<file path="src/ldr_regs.svh">
// register offsets, fields and reset values of the link diagnostics page
`ifndef LDR_REGS_SVH
`define LDR_REGS_SVH
`define LDR_PAGE_SEL_ADDR 5'h13
`define LDR_PAGE_DIAG 2'h2
`define LDR_LEN_ADDR 5'h14
`define LDR_FREQ_ADDR 5'h15
`define LDR_FREQ_SAMPLE_BIT 15
`define LDR_FREQ_CTL_SEL_BIT 8
`define LDR_LEN_UNKNOWN 8'hFF
`define LDR_RESET_16 16'h0000
`define LDR_RESET_8 8'h00
`define LDR_RESET_2 2'h0
`endif

</file>
<file path="src/ldr_pkg.sv">
// types shared by the link diagnostics register bank
package ldr_pkg;
  typedef struct packed {
    logic       wr;
    logic       rd;
    logic [4:0] addr;
    logic [15:0] wdata;
  } ldr_req_s;
  typedef enum logic [0:0] {
    LDR_SEL_OFFSET,
    LDR_SEL_CONTROL
  } ldr_sel_e;
  typedef enum {
    LDR_IDLE,
    LDR_FETCH
  } ldr_state_e;
endpackage

</file>
<file path="src/ldr_link_diag.sv">
// page two link diagnostics registers: cable length and frequency offset sample
// Behaviour
// - diagnostics registers answer only while page selector low bits equal binary 10
// - cable length valid only at 100 Mb with link up
// - cable length reported in metres, read-only, bits 7:0
// - no estimate available gives code FF
// - reserved bits ignore writes and read as zero
// - sample request with select zero fetches long-term frequency offset
// - sample request with select one fetches frequency control value
// - sample request bit always reads zero
// - result field loads only after a sample request
// - result is eight-bit two's complement, about 5.1562 ppm a step
// - codes run 0x80 most negative, 0x00 zero, 0x7F most positive
`timescale 1ns/1ns
`include "ldr_regs.svh"
module ldr_link_diag import ldr_pkg::*; (
  // clock, reset, enable
  input wire logic CLK,
  input wire logic SRST,
  input wire logic CE,
  // management register access
  input wire ldr_req_s REQ,
  output logic [15:0] RDATA,
  output logic RVALID,
  // status from the 100 Mb receive path (same clock)
  input wire logic SPEED_100,
  input wire logic LINK_OK,
  input wire logic LEN_VALID,
  input wire logic [7:0] LEN_EST,
  // dsp sample port
  output logic DSP_REQ,
  output logic DSP_SEL,
  input wire logic DSP_ACK,
  input wire logic [7:0] DSP_VALUE
);
  logic [1:0] page_ff;
  logic ctl_sel_ff;
  logic [7:0] freq_ff;
  logic [7:0] len_ff;
  ldr_state_e state_ff;
  logic on_page;
  logic wr_freq;

  function automatic logic hit(input logic [4:0] a, input logic [4:0] target);
    hit = (a == target);
  endfunction

  assign on_page = (page_ff == `LDR_PAGE_DIAG);
  assign wr_freq = REQ.wr && on_page && hit(REQ.addr, `LDR_FREQ_ADDR);

  // page selector is always visible
  always_ff @(posedge CLK) begin
    if (SRST) begin
      page_ff <= `LDR_RESET_2;
    end else if (CE && REQ.wr && hit(REQ.addr, `LDR_PAGE_SEL_ADDR)) begin
      page_ff <= REQ.wdata[1:0];
    end
  end

  always_ff @(posedge CLK) begin
    if (SRST) begin
      ctl_sel_ff <= 1'h0;
    end else if (CE && wr_freq) begin
      ctl_sel_ff <= REQ.wdata[`LDR_FREQ_CTL_SEL_BIT];
    end
  end

  // cable length tracked continuously; unknown unless 100 Mb with link
  always_ff @(posedge CLK) begin
    if (SRST) begin
      len_ff <= `LDR_RESET_8;
    end else if (CE) begin
      if (SPEED_100 && LINK_OK && LEN_VALID) begin
        len_ff <= LEN_EST;
      end else begin
        len_ff <= `LDR_LEN_UNKNOWN;
      end
    end
  end

  // sample handshake; a request during a fetch is ignored
  always_ff @(posedge CLK) begin
    if (SRST) begin
      state_ff <= LDR_IDLE;
      DSP_REQ <= 1'b0;
      DSP_SEL <= 1'b0;
      freq_ff <= `LDR_RESET_8;
    end else if (CE) begin
      case (state_ff)
        LDR_IDLE: begin
          if (wr_freq && REQ.wdata[`LDR_FREQ_SAMPLE_BIT]) begin
            state_ff <= LDR_FETCH;
            DSP_REQ <= 1'b1;
            // select as written in the same access
            DSP_SEL <= REQ.wdata[`LDR_FREQ_CTL_SEL_BIT];
          end
        end
        LDR_FETCH: begin
          if (DSP_ACK) begin
            freq_ff <= DSP_VALUE;
            DSP_REQ <= 1'b0;
            state_ff <= LDR_IDLE;
          end
        end
        default: state_ff <= LDR_IDLE;
      endcase
    end
  end

  // read port, one cycle after the read strobe
  always_ff @(posedge CLK) begin
    if (SRST) begin
      RDATA <= `LDR_RESET_16;
      RVALID <= 1'b0;
    end else if (CE) begin
      RVALID <= REQ.rd;
      RDATA <= `LDR_RESET_16;
      if (REQ.rd) begin
        if (hit(REQ.addr, `LDR_PAGE_SEL_ADDR)) begin
          RDATA <= {14'h0000, page_ff};
        end else if (on_page && hit(REQ.addr, `LDR_LEN_ADDR)) begin
          RDATA <= {8'h00, len_ff};
        end else if (on_page && hit(REQ.addr, `LDR_FREQ_ADDR)) begin
          RDATA <= {1'h0, 6'h00, ctl_sel_ff, freq_ff};
        end
      end
    end
  end

  // read path checks
  AST_SAMPLE_READS_ZERO: assert property (@(posedge CLK) disable iff (SRST)
    RVALID |-> !RDATA[15]) else $error("sample bit read back as one");

  AST_LEN_RES_ZERO: assert property (@(posedge CLK) disable iff (SRST)
    RVALID |-> RDATA[14:9] == 6'h00) else $error("reserved bits nonzero");

  AST_LEN_UPPER_ZERO: assert property (@(posedge CLK) disable iff (SRST)
    (CE && REQ.rd && on_page && hit(REQ.addr, `LDR_LEN_ADDR)) |=> RDATA[15:8] == 8'h00)
    else $error("length upper byte nonzero");

  AST_LEN_READ: assert property (@(posedge CLK) disable iff (SRST)
    (CE && REQ.rd && on_page && hit(REQ.addr, `LDR_LEN_ADDR)) |=> RDATA[7:0] == $past(len_ff))
    else $error("length read wrong");

  AST_FREQ_READ: assert property (@(posedge CLK) disable iff (SRST)
    (CE && REQ.rd && on_page && hit(REQ.addr, `LDR_FREQ_ADDR))
    |=> RDATA[7:0] == $past(freq_ff) && RDATA[8] == $past(ctl_sel_ff)) else $error("freq read wrong");

  AST_RVALID: assert property (@(posedge CLK) disable iff (SRST)
    CE |=> RVALID == $past(REQ.rd)) else $error("read answer misplaced");

  AST_IDLE_RDATA_ZERO: assert property (@(posedge CLK) disable iff (SRST)
    (CE && !REQ.rd) |=> RDATA == 16'h0000 && !RVALID) else $error("data without read");

  AST_WRITE_NO_ANSWER: assert property (@(posedge CLK) disable iff (SRST)
    (CE && REQ.wr) |=> !RVALID) else $error("write answered");

  AST_UNMAPPED_ZERO: assert property (@(posedge CLK) disable iff (SRST)
    (CE && REQ.rd && !hit(REQ.addr, `LDR_PAGE_SEL_ADDR) && !hit(REQ.addr, `LDR_LEN_ADDR)
    && !hit(REQ.addr, `LDR_FREQ_ADDR)) |=> RDATA == 16'h0000) else $error("unmapped nonzero");

  // page selector checks
  AST_PAGE: assert property (@(posedge CLK) disable iff (SRST)
    (CE && REQ.rd && !on_page && REQ.addr != `LDR_PAGE_SEL_ADDR) |=> RDATA == 16'h0000)
    else $error("visible off page");

  AST_PAGE_LEN_HIDDEN: assert property (@(posedge CLK) disable iff (SRST)
    (CE && REQ.rd && !on_page && hit(REQ.addr, `LDR_LEN_ADDR)) |=> RDATA == 16'h0000)
    else $error("length visible off page");

  AST_PAGE_READ: assert property (@(posedge CLK) disable iff (SRST)
    (CE && REQ.rd && hit(REQ.addr, `LDR_PAGE_SEL_ADDR)) |=> RDATA == {14'h0000, $past(page_ff)})
    else $error("page read wrong");

  AST_PAGE_WRITE: assert property (@(posedge CLK) disable iff (SRST)
    (CE && REQ.wr && hit(REQ.addr, `LDR_PAGE_SEL_ADDR)) |=> page_ff == $past(REQ.wdata[1:0]))
    else $error("page not written");

  AST_PAGE_HOLD: assert property (@(posedge CLK) disable iff (SRST)
    !(CE && REQ.wr && hit(REQ.addr, `LDR_PAGE_SEL_ADDR)) |=> $stable(page_ff))
    else $error("page changed");

  // sample handshake checks
  AST_HOLD: assert property (@(posedge CLK) disable iff (SRST)
    !(state_ff == LDR_FETCH && DSP_ACK && CE) |=> $stable(freq_ff))
    else $error("result changed without sample");

  AST_LOAD: assert property (@(posedge CLK) disable iff (SRST)
    (CE && state_ff == LDR_FETCH && DSP_ACK) |=> freq_ff == $past(DSP_VALUE))
    else $error("sample not loaded");

  AST_OFFSET_LOAD: assert property (@(posedge CLK) disable iff (SRST)
    (CE && state_ff == LDR_FETCH && DSP_ACK && !DSP_SEL) |=> freq_ff == $past(DSP_VALUE))
    else $error("offset not loaded");

  AST_CONTROL_LOAD: assert property (@(posedge CLK) disable iff (SRST)
    (CE && state_ff == LDR_FETCH && DSP_ACK && DSP_SEL) |=> freq_ff == $past(DSP_VALUE))
    else $error("control value not loaded");

  AST_SEL: assert property (@(posedge CLK) disable iff (SRST)
    (CE && state_ff == LDR_IDLE && wr_freq && REQ.wdata[15])
    |=> DSP_REQ && DSP_SEL == $past(REQ.wdata[8])) else $error("wrong select");

  AST_OFFSET_SEL: assert property (@(posedge CLK) disable iff (SRST)
    (CE && state_ff == LDR_IDLE && wr_freq && REQ.wdata[15] && !REQ.wdata[8])
    |=> DSP_REQ && !DSP_SEL) else $error("offset not selected");

  AST_SEL_STORE: assert property (@(posedge CLK) disable iff (SRST)
    (CE && wr_freq) |=> ctl_sel_ff == $past(REQ.wdata[8])) else $error("select not stored");

  AST_SEL_HOLD: assert property (@(posedge CLK) disable iff (SRST)
    !(CE && wr_freq) |=> $stable(ctl_sel_ff)) else $error("select changed");

  AST_NO_TRIGGER: assert property (@(posedge CLK) disable iff (SRST)
    (CE && state_ff == LDR_IDLE && !(wr_freq && REQ.wdata[15])) |=> !DSP_REQ)
    else $error("fetch without request");

  AST_REQ_HOLD: assert property (@(posedge CLK) disable iff (SRST)
    (CE && state_ff == LDR_FETCH && !DSP_ACK) |=> DSP_REQ && state_ff == LDR_FETCH)
    else $error("request dropped early");

  AST_REQ_DROP: assert property (@(posedge CLK) disable iff (SRST)
    (CE && state_ff == LDR_FETCH && DSP_ACK) |=> !DSP_REQ && state_ff == LDR_IDLE)
    else $error("request not dropped");

  AST_SEL_STABLE_FETCH: assert property (@(posedge CLK) disable iff (SRST)
    (CE && state_ff == LDR_FETCH) |=> $stable(DSP_SEL)) else $error("select moved in fetch");

  AST_REQ_STATE: assert property (@(posedge CLK) disable iff (SRST)
    DSP_REQ == (state_ff == LDR_FETCH)) else $error("request and state disagree");

  // length tracking checks
  AST_LEN_UNKNOWN: assert property (@(posedge CLK) disable iff (SRST)
    (CE && !(SPEED_100 && LINK_OK)) |=> len_ff == 8'hFF) else $error("length not FF");

  AST_LEN_INVALID: assert property (@(posedge CLK) disable iff (SRST)
    (CE && !LEN_VALID) |=> len_ff == `LDR_LEN_UNKNOWN) else $error("invalid length shown");

  AST_LINK_DOWN: assert property (@(posedge CLK) disable iff (SRST)
    (CE && !LINK_OK) |=> len_ff == `LDR_LEN_UNKNOWN) else $error("length shown without link");

  AST_SPEED_LOW: assert property (@(posedge CLK) disable iff (SRST)
    (CE && !SPEED_100) |=> len_ff == `LDR_LEN_UNKNOWN) else $error("length shown off 100 Mb");

  AST_LEN_TRACK: assert property (@(posedge CLK) disable iff (SRST)
    (CE && SPEED_100 && LINK_OK && LEN_VALID) |=> len_ff == $past(LEN_EST))
    else $error("length not loaded");

  // clock enable and reset checks
  AST_CE_FREEZE_LEN: assert property (@(posedge CLK) disable iff (SRST)
    !CE |=> $stable(len_ff)) else $error("length moved while frozen");

  AST_CE_FREEZE_FSM: assert property (@(posedge CLK) disable iff (SRST)
    !CE |=> $stable(state_ff) && $stable(DSP_REQ)) else $error("handshake moved while frozen");

  AST_CE_FREEZE_READ: assert property (@(posedge CLK) disable iff (SRST)
    !CE |=> $stable(RDATA) && $stable(RVALID)) else $error("read port moved while frozen");

  AST_RESET_OUTPUTS: assert property (@(posedge CLK)
    SRST |=> RDATA == 16'h0000 && !RVALID && !DSP_REQ && !DSP_SEL)
    else $error("outputs not cleared by reset");

  AST_RESET_STATE: assert property (@(posedge CLK)
    SRST |=> len_ff == 8'h00 && freq_ff == 8'h00 && page_ff == 2'h0)
    else $error("state not cleared by reset");
endmodule

</file>
<file path="config.mk">
export PLATFORM = sky130hd
export DESIGN_NAME = ldr_link_diag
export DESIGN_NICKNAME = d
export VERILOG_FILES = /design/src/ldr_pkg.sv /design/src/ldr_link_diag.sv
export VERILOG_INCLUDE_DIRS = /design/src
export SDC_FILE = /design/constraint.sdc
export NUM_CORES = 1
export LEC_CHECK = 0
export BUFFER_PORTS_ARGS = -buffer_cell sky130_fd_sc_hd__clkbuf_2
export CAP_MARGIN = 30
export CORE_ASPECT_RATIO = 0.9
export CORE_MARGIN = 2
export CORE_UTILIZATION = 30
export CTS_BUF_LIST = sky130_fd_sc_hd__clkbuf_8 sky130_fd_sc_hd__clkbuf_16
export CTS_CLUSTER_DIAMETER = 50
export DETAILED_ROUTE_END_ITERATION = 12
export GPL_TIMING_DRIVEN = 0
export SETUP_SLACK_MARGIN = 0.3
export SLEW_MARGIN = 10
export SYNTH_ARGS = -nofsm -noshare
export SYNTH_HDL_FRONTEND = slang
export SYNTH_SLANG_ARGS = --single-unit
</file>
<file path="constraint.sdc">
create_clock -name CLK -period 3 [get_ports CLK]
set_clock_uncertainty 0.1 [all_clocks]
set_input_delay 0.6 -clock CLK [delete_from_list [all_inputs] [get_ports CLK]]
set_output_delay 0.6 -clock CLK [all_outputs]
set_load 0.005 [all_outputs]
</file>
---- Word level (Yosys, flattened, before mapping) ----
Index checks and enable logic that the tools add are counted.
storage, ports and cells
  register bits ........................... 70
  input bits .............................. 46
  output and inout port bits .............. 19
  logic and storage cells ................. 43
operators by class
  equality and inequality tests ........... 7
  multiplexer cells ....................... 11
  reductions and logical operators ........ 16
operator list
  operator                                               number
  2-to-1 mux 32 bit                                      2
  one-hot mux 32 bit (2 select lines)                    1
  2-to-1 mux 9 bit                                       4
  equality test 32 x 1 -> 1 bit (second input constant)  1
  zero test 32 bit                                       1
  equality test 5 bit (second input constant)            3
  logical AND 1 bit                                      10
  AND reduction 3 bit                                    3
  2-to-1 mux 8 bit                                       1
  != test 2 bit (second input constant)                  2
  AND reduction 4 bit                                    1
  equality test 2 bit (second input constant)            1
  2-to-1 mux 1 bit                                       2
  one-hot mux 1 bit (2 select lines)                     1
  nonzero test 2 bit                                     1

---- Longest topological paths before layout ----
Gate-level depths: netlist of the first run.
  word-level depth ........................ 6
  mapped depth ............................ 5
  depth with buffers taken out ............ 3

---- Worst setup path before layout of the first run ----
No wires, ideal clock.
  path type ............................... input to register
  start ................................... input REQ[16] in the netlist's numbering
  end ..................................... register page_ff[0]
  library setup time ...................... 0.072 ns
  data arrival time ....................... 1.384 ns
  required time ........................... 2.828 ns
  setup slack ............................. 1.444 ns
  cell stages on the path ................. 5
  buffers on the path ..................... 2
  cells stage by stage .................... buf_6 -> and3b_1 -> buf_6 -> and4b_4 -> mux2i_1
on the way
  cells in the longest elaborated chain, start to end .. 2
RTL lines
  element               line                 source
  from (decl)           ldr_link_diag.sv:22  input wire ldr_req_s REQ,
  equality test 5 bit   ldr_link_diag.sv:45  hit = (a == target);
  logical AND 1 bit     ldr_link_diag.sv:55  end else if (CE && REQ.wr && hit(REQ.addr, `LDR_PAGE_SEL_ADDR)) begin
  to (signal assigned)  ldr_link_diag.sv:54  page_ff <= `LDR_RESET_2;
  to (signal assigned)  ldr_link_diag.sv:56  page_ff <= REQ.wdata[1:0];
  to (decl)             ldr_link_diag.sv:36  logic [1:0] page_ff;
No other way between the ends.
A chain may end at the register's enable or synchronous reset.

---- Final worst setup path of the first run ----
  start ................................... register DSP_REQ
  end ..................................... output DSP_REQ
RTL lines
  element                 line                  source
  from (decl)             ldr_link_diag.sv:31   output logic DSP_REQ,
  from (signal assigned)  ldr_link_diag.sv:85   DSP_REQ <= 1'b0;
  from (signal assigned)  ldr_link_diag.sv:93   DSP_REQ <= 1'b1;
  from (signal assigned)  ldr_link_diag.sv:101  DSP_REQ <= 1'b0;
No word-level cell between the ends.

==> results.toml, run 1 <==
[timing]
setup_viol = 0
worst_slack_ns = 1.49
relSlewSlack_pct = 65.5
hold_viol_final = 0
setup-tns-final_ns = 0
tightestPinTransition_ns = 0.516
finalCritPeriodShare_pct = 50.2
period_minus_slack_ns = 1.51
rsz0062_at_grt = "false"
fmax_mhz = 664
drv_slew = 0

[synthesis]
async_flop_share_pct = 0
synth-edff-count = 0
synth_xor_area_share_pct = 0
synth.area.mux_share_pct = 9.81
synth_top_cell_by_area = "dfxtp_1"
synth_common_cells = "dfxtp_1, nand2_1, nor2_1"
synthAdderAreaFrac_pct = 0
synth_top_area_share_pct = 45.9
synth_area_um2 = 1350
seq_area_frac_synth_pct = 45.9
post-synth-top-count-cell = "dfxtp_1"
synthTopCellsByArea = "dfxtp_1, mux2i_1, nand2_1"
ys_ff_latch = 31
avgSynthCellArea_um2 = 8.61
ys.flop_type = "dfxtp_1"
synth_top_family_by_area = "simple AND/OR/NAND/NOR gates"
ys_types = 28
synth-compound-area-share_pct = 7.59
synth-simple-area-share_pct = 28.5
yosys_warnings = 0
syn-instance-count = 157

[critical_path]
r2r_end = "RDATA[3]"
required_ns = 2.30
critPathKind = "reg -> out"
ff2ff_setup_slack_ns = 1.71
crit_chain = "clkbuf_2"
crit_buf_inv = 1
r2r_start = "page_ff[0]"
startpoint_type = "register"
cp_max_fo = 5
slowest_delay_ns = 0.39
critical_path.startpoint = "DSP_REQ"
critPathSlowestCell = "dfxtp_1"
worstSetupEndpointType = "output port"
r2r_cells = 4
cp.arrival_ns = 0.81
crit_family = "flip-flops"

[finish]
nFillCells = 487
syn_to_final_growth_pct = 32.0
diodes = 0
drive_above_1_share_pct = 32.7
final_nets = 259
finalNonFillerCells = 276

[drt]
wl_um = 3040
vias_per_cell = 4.30
drt_iter0_drc = 44
num_vias = 1188
drt.antenna.violating_nets = 0
drc = 0
wire_per_inst_um = 11.0
dr.pass1.iters = 4

[clocking]
htreeDepth = 2
cts_hold_buf = 0
cts-buffers-inserted = 5
post_cts_resized = 0
cts_setup_buffers = 0
clk_pin_slew_ns = 0.06
insertion_delay_ns = 0.28
clock-sinks = 31
root_buffer = "clkbuf_8"
cts_tree = "built"
clock_path_buffers = 2

[floorplanning]
core_region_area_um2 = 4400
die_h_um = 67.7
num_io_pins = 65
dieArea_um2 = 5060
start_util_pct = 30.7
row_count = 23
die_w_um = 74.8

[placement]
place_congestion = 0.766
dp_worst_setup_slack_ns = 1.28
io_buffer_count = 43
placed_cells = 268
dp_hpwl_um = 2350

[global_route]
grt_max_degree = 11
grt_remaining_overflow = 0
grtUsageTotal_pct = 12.8
grt_pass1_vias = 1086
antenna_found_initial = 0
grt_first_pass_wirelength_um = 4750

[hold_path]
worstHoldPathCells = 2
hp-class = "reg -> reg"
hold_start = "RDATA[6]"
whs_endpoint = "RDATA[6]"

[power]
power.total_mw = 0.924
power_leakage_nw = 0.811
ir_drop_v = 0.000202
power_density_nw_per_um2 = 517

[outcome]
status = "finished, final reports clean"

[job]
maxCapViolations = 0
-- layout make-up --
type,instances,area [um^2],area share [%]
Inverter,1,3.75,0.210
Clock inverter,2,35.0,1.96
Buffer,15,104,5.82
Sequential cell,31,621,34.8
Tap cell,62,77.6,4.34
Timing Repair Buffer,43,215,12.1
Clock buffer,6,82.6,4.63
Multi-Input combinational cell,116,647,36.2
-- routing by layer --
metal / part of all wire [%] / track usage (%)
met1: 47 / 15.6
met2: 45 / 19.9
met3: 6.5 / 3.88
met4: 1.7 / 7.37
met5: 0 / 0
-- worst max-delay path by stage --
stage            endpoint  slack, ns  cells after the start
3_5_place_dp       RVALID       1.28                      4
5_1_grt           DSP_REQ       1.45                      1
3_3_place_gp       RVALID       1.30                      4
2_1_floorplan  page_ff[0]       1.44                      5
6_report          DSP_REQ       1.49                      1
4_1_cts           DSP_REQ       1.48                      1
-- flip-flops by register name, summed over array words and instances (netlist names) --
signal	flops
len_ff	8
freq_ff	8
DSP_SEL	1
DSP_REQ	1
ctl_sel_ff	1
RVALID	1
RDATA	9
page_ff	2
-- cell families (layout without fill, tap and decap cells) --
family | after synthesis | count (layout)
simple gates | 78 | 78
flops | 31 | 31
compound gates | 18 | 18
buf+inv | 16 | 67
mux | 13 | 13
other cells | 1 | 7
-- power by group --
group | leakage [nW] | internal (mW) | switching [mW]
sequential | 0.252 | 0.421 | 0.00566
combinational | 0.498 | 0.0391 | 0.0349
clock | 0.0612 | 0.268 | 0.155
total | 0.811 | 0.728 | 0.195
-- metrics by stage --
stage / hold slack, ns / utilization, % / cell area, um^2
final: 0.351 / 40.6 / 1790
after global placement: 0.337 / 37.9 / 1670
after floorplan: 0.333 / - / 1380
after detailed placement: 0.344 / 37.9 / 1670
after global routing: 0.378 / 40.6 / 1790
after CTS: 0.355 / 40.6 / 1790
-- placed cells by master (no fill, tap or decap), drive strengths merged, types with 3 or more instances in the layout --
cell     n
nor2    19
o21ai    6
nand2   26
nand2b   7
dfxtp   31
nand3    3
nand4    4
nor3     9
a21oi    8
clkbuf  50
mux2i   11
buf     14
conb     7
(Power assumes the default switching activity.)
==> run 2: changes to the inputs <==
Settings changed: ABC_AREA set to 1.
Clock period 3 ns to 1.4 ns, I/O delays scaled along.
==> run 2 against run 1 <==
Net effect:
- sequential power up 110%
- wire length is 22% higher
- hold slack lost 0.20 ns
- synthesized cell count up 24%
- final cell count grew 16%
- sequential cell count unchanged
- critical path depth increased by 6
- sequential share of layout area down 2.4 points
- critical endpoint is now RDATA[7]
==> results.toml, run 2 <==
[critical_path]
startpoint_type = "register"
worstSetupEndpointType = "register"
cp.arrival_ns = 1.45
required_ns = 1.52
r2r_cells = 7
r2r_end = "RDATA[7]"
r2r_start = "page_ff[1]"
cp_max_fo = 5
critPathKind = "reg -> reg"
worstSetupEndpoint = "RDATA[7]"
ff2ff_setup_slack_ns = 0.07
critical_path.startpoint = "page_ff[1]"

[power]
power_leakage_nw = 0.867
p_int_mw = 1.31
power_frac_seq_pct = 52.3
switchingPower_mw = 0.437
ir_drop_v = 0.000317
power.total_mw = 1.75
power_density_nw_per_um2 = 890
swShare_pct = 25.0
clkPwrFrac_pct = 37.6
comb_power_share_pct = 10.1

[placement]
placed_cells = 308
place_congestion = 0.736
dp_hpwl_um = 2670
io_buffer_count = 45
place_area_um2 = 1730

[floorplanning]
die_h_um = 68.4
die_w_um = 75.5
row_count = 23
dieArea_um2 = 5160
core_region_area_um2 = 4430
num_io_pins = 65
start_util_pct = 31.2

[drt]
wire_per_inst_um = 11.5
num_vias = 1422
drt_iter0_drc = 42
dr.pass1.iters = 4
vias_per_cell = 4.43
wl_um = 3700
drt.antenna.violating_nets = 0
drc = 0

[clocking]
cts-buffers-inserted = 5
clk_pin_slew_ns = 0.07
cts_hold_buf = 0
insertion_delay_ns = 0.29
root_buffer = "clkbuf_8"
htreeDepth = 2
cts_tree = "built"
clock_path_buffers = 2
clock-sinks = 31

[timing]
setup_viol = 0
period_minus_slack_ns = 1.33
rsz0062_at_grt = "true"
fmax_mhz = 752
finalCritPeriodShare_pct = 94.9
setup-tns-final_ns = 0
drv_slew = 0
hold_viol_final = 0

[finish]
ff_latch_area_um2 = 636
reg_top3 = "RDATA (9), freq_ff (8), len_ff (8)"
drive_above_1_share_pct = 40.9
final_nets = 304
largest_reg_flops = 9
top_register = "RDATA"
finalNonFillerCells = 321
final_area_um2 = 1960
multiInputGateArea_um2 = 709
layout_common_cells = "clkbuf_2, nand2_1, a21oi_1"
syn_to_final_growth_pct = 42.2
final_util_pct = 44.3
final_common_cell = "clkbuf_2"
diodes = 0
nFillCells = 516

[synthesis]
synth_common_cells = "dfxtp_1, nand2_1, a21oi_1"
seq_area_frac_synth_pct = 44.9
yosys_warnings = 0
async_flop_share_pct = 0
avgSynthCellArea_um2 = 7.08
syn-instance-count = 195
synth_top_area_share_pct = 44.9
ys_types = 17
synth_area_um2 = 1380
synth-edff-count = 0
synth_top_cell_by_area = "dfxtp_1"
synthTopCellsByArea = "dfxtp_1, a21oi_1, o21ai_0"
ys.flop_type = "dfxtp_1"
ys_ff_latch = 31

[global_route]
grtUsageTotal_pct = 15.5
grt_first_pass_wirelength_um = 5780
grt_remaining_overflow = 0
grt_pass1_vias = 1278
grt_max_degree = 11
antenna_found_initial = 0

[hold_path]
hp-class = "in -> reg"

[outcome]
status = "finished, final reports clean"

[job]
maxCapViolations = 0
run 2: cell count changes after synthesis, moves of 9 or more:
cell	delta
mux2i_1	-11
o21ai_0	+19
inv_1	+21
a21oi_1	+22
nand3_1	+16
nor3_1	-9
run 2: stage by stage:
| stage | hold slack (ns) | worst slack (ns) |
|---|---|---|
| final | 0.149 | 0.0711 |
| after global routing | 0.160 | 0.0207 |
| after CTS | 0.144 | 0.125 |
| after detailed placement | 0.342 | -0.0586 |
| after global placement | 0.337 | -0.0388 |
| after floorplan | 0.315 | 0.276 |
run 2: cell type report:
| type | count | area share [%] |
|---|---|---|
| Timing Repair Buffer | 50 | 13.9 |
| Inverter | 23 | 4.46 |
| Buffer | 15 | 5.10 |
| Clock inverter | 3 | 0.637 |
| Clock buffer | 5 | 3.50 |
| Multi-Input combinational cell | 132 | 36.1 |
| Sequential cell | 31 | 32.4 |
| Tap cell | 62 | 3.95 |
run 2: cells by family (layout without fill, tap and decap cells):
kind of cell,count (synthesis),count (layout),synth area share [%]
DFF,31,31,44.9
other,1,7,0.271
AOI/OAI and AO/OA,56,56,20.4
buffers and inverters,38,96,12.6
and+or+nand+nor,69,69,21.8
run 2: worst max-delay path: stages (launching register included):
cell	delay (ns)
dfxtp_2	0.34
nand2_1	0.08
nor2_4	0.19
buf_6	0.15
nand3_1	0.08
o21ai_1	0.13
nand2_1	0.07
a21oi_1	0.11
run 2: power groups by stage:
stage / clock (mW) / sequential [mW] / combinational, mW
final: 0.658 / 0.914 / 0.177
after global placement: 0 / 0.931 / 0.169
after global routing: 0.732 / 0.915 / 0.201
after CTS: 0.685 / 0.913 / 0.174
after floorplan: 0 / 0.929 / 0.0938
after detailed placement: 0 / 0.931 / 0.169
run 2: how the worst min path moves through the flow:
| stage | startpoint | to | depth (start not counted) |
|---|---|---|---|
| after floorplan | REQ[8] | DSP_SEL | 2 |
| after global placement | freq_ff[5] | freq_ff[5] | 2 |
| after detailed placement | freq_ff[5] | freq_ff[5] | 2 |
| after CTS | REQ[8] | DSP_SEL | 3 |
| after global routing | LEN_EST[4] | len_ff[4] | 3 |
| final | REQ[15] | DSP_REQ | 3 |
run 2: metal layers:
layer	part of all wire, %	routed length (um)	global-route usage [%]
met5	0	0	0
met4	1.4	51	5.92
met3	6.4	236	5.30
met2	46	1710	24.2
met1	46	1710	19.6
run 2: what timing repair did:
item / CTS / global route
pin swaps: 3 / 7
buffers inserted: 2 / 2
gates cloned: 1 / 0
resized for setup: 30 / 15
endpoints found under the setup margin: 32 / 30
==> run 3: changes to the inputs <==
Settings changed: CAP_MARGIN 30 to 20, CORE_MARGIN 2 to 5.
==> run 3 against run 2 <==
Net effect:
- maximum frequency increased by 2.3%
- highest routed layer unchanged
- largest cell class unchanged
- total power increased by 4.4%
- design area increased by 6.7%
==> results.toml, run 3 (synthesized netlist as in run 2, its figures left out) <==
[outcome]
status = "finished, final reports clean"

[clocking]
htreeDepth = 2
root_buffer = "clkbuf_8"
clock_path_buffers = 2
clk_pin_slew_ns = 0.06
cts_tree = "built"
cts-buffers-inserted = 5
insertion_delay_ns = 0.29
clock-sinks = 31

[critical_path]
worstSetupEndpointType = "register"
ff2ff_setup_slack_ns = 0.10
cp_max_fo = 5
cp.arrival_ns = 1.41
startpoint_type = "register"
critPathSlowestCell = "dfxtp_2"
crit_chain = "nand2_2 -> nor2_4 -> buf_6 -> nand3_4 -> o21ai_2 -> nand2_1 -> a21oi_1"
required_ns = 1.51
critPathKind = "reg -> reg"
crit_buf_inv = 1
slowest_delay_ns = 0.35
crit_family = "simple AND/OR/NAND/NOR gates"

[timing]
finalCritPeriodShare_pct = 92.8
setup_viol = 0
rsz0062_at_grt = "true"
hold_viol_final = 0
period_minus_slack_ns = 1.30
fmax_mhz = 770
drv_slew = 0

[global_route]
grt_max_degree = 11
antenna_found_initial = 0
grt_first_pass_wirelength_um = 6040
grt_remaining_overflow = 0
grt_pass1_vias = 1351
grtUsageTotal_pct = 13.4

[power]
clkPwrFrac_pct = 38.7
switchingPower_mw = 0.447
power_frac_seq_pct = 50.1
comb_power_share_pct = 11.1
p_int_mw = 1.38
ir_drop_v = 0.000447
swShare_pct = 24.5
power_leakage_nw = 0.924
power_density_nw_per_um2 = 871

[finish]
top_register = "RDATA"
diodes = 0
final_common_cell = "clkbuf_2"
final_util_pct = 47.0
drive_above_1_share_pct = 45.2
final_nets = 309
largest_reg_flops = 9
reg_top3 = "RDATA (9), freq_ff (8), len_ff (8)"
final_area_um2 = 2100
layout_common_cells = "clkbuf_2, a21oi_1, nand2_1"
syn_to_final_growth_pct = 51.7

[placement]
place_congestion = 0.805
io_buffer_count = 45
dp_hpwl_um = 2860
place_area_um2 = 1730

[floorplanning]
die_h_um = 74.4
core_region_area_um2 = 4460
dieArea_um2 = 6060
start_util_pct = 31.0
row_count = 23
num_io_pins = 65
die_w_um = 81.5

[drt]
drt.antenna.violating_nets = 0
dr.pass1.iters = 4
wire_per_inst_um = 12.6
vias_per_cell = 4.52
wl_um = 4080
drc = 0
drt_iter0_drc = 55
num_vias = 1470

[job]
maxCapViolations = 0

[hold_path]
hp-class = "in -> reg"
[run 3: cell count changes in the layout (fill, tap and decap cells not counted), sizes merged]
cell    before  now
inv         24   22
clkbuf      52   49
buf         18   27
[run 3: power groups by stage]
stage / Combinational, mW / Sequential (mW) / Clock [mW]
after floorplan: 0.0938 / 0.929 / 0
after global placement: 0.169 / 0.931 / 0
after detailed placement: 0.170 / 0.931 / 0
after CTS: 0.176 / 0.912 / 0.722
after global routing: 0.228 / 0.916 / 0.750
final: 0.203 / 0.915 / 0.707
[run 3: timing repair]
item | 4_1_cts | 5_1_grt
buffers inserted | 1 | 8
endpoints found under the setup margin | 32 | 37
pin swaps | 7 | 12
hold buffers | 0 | 0
gates cloned | 1 | 0
resized for setup | 30 | 41
[run 3: cell type report]
type | instances | area, um^2
plain buffers | 15 | 109
clock buffers | 6 | 82.6
clock inverters | 1 | 5.00
fillers | 462 | 2360
inverters | 23 | 87.6
multi-input cells | 132 | 752
flip-flops and latches | 31 | 637
well taps | 62 | 77.6
repair buffers | 55 | 345
[run 3: worst reg2reg max path: stages (launching register included)]
cell	delay, ns
dfxtp_2	0.35
nand2_2	0.06
nor2_4	0.17
buf_6	0.16
nand3_4	0.06
o21ai_2	0.08
nand2_1	0.08
a21oi_1	0.16
[run 3: worst paths after layout]
path              start          to  depth (start not counted)
max          page_ff[1]    RDATA[7]                          7
min              REQ[0]  page_ff[0]                          3
max reg2reg  page_ff[1]    RDATA[7]                          7
min reg2reg  ctl_sel_ff  ctl_sel_ff                          2
[run 3: per-stage QoR]
stage	power, mW	setup slack (ns)	setup TNS (ns)	std cells	hold slack (ns)
3_5_place_dp	1.10	-0.0650	-0.241	308	0.344
5_1_grt	1.89	0.0542	0	325	0.155
4_1_cts	1.81	0.132	0	317	0.143
2_1_floorplan	1.02	0.276	0	201	0.315
6_report	1.83	0.101	0	325	0.144
3_3_place_gp	1.10	-0.0544	-0.207	308	0.336
[run 3: metal layers]
layer / vias up / share of wire (%) / track usage, %
li1: 762 / - / -
met1: 651 / 44 / 17.3
met2: 48 / 46 / 19.7
met3: 9 / 7.9 / 5.45
met4: 0 / 1.7 / 5.82
met5: - / 0 / 0
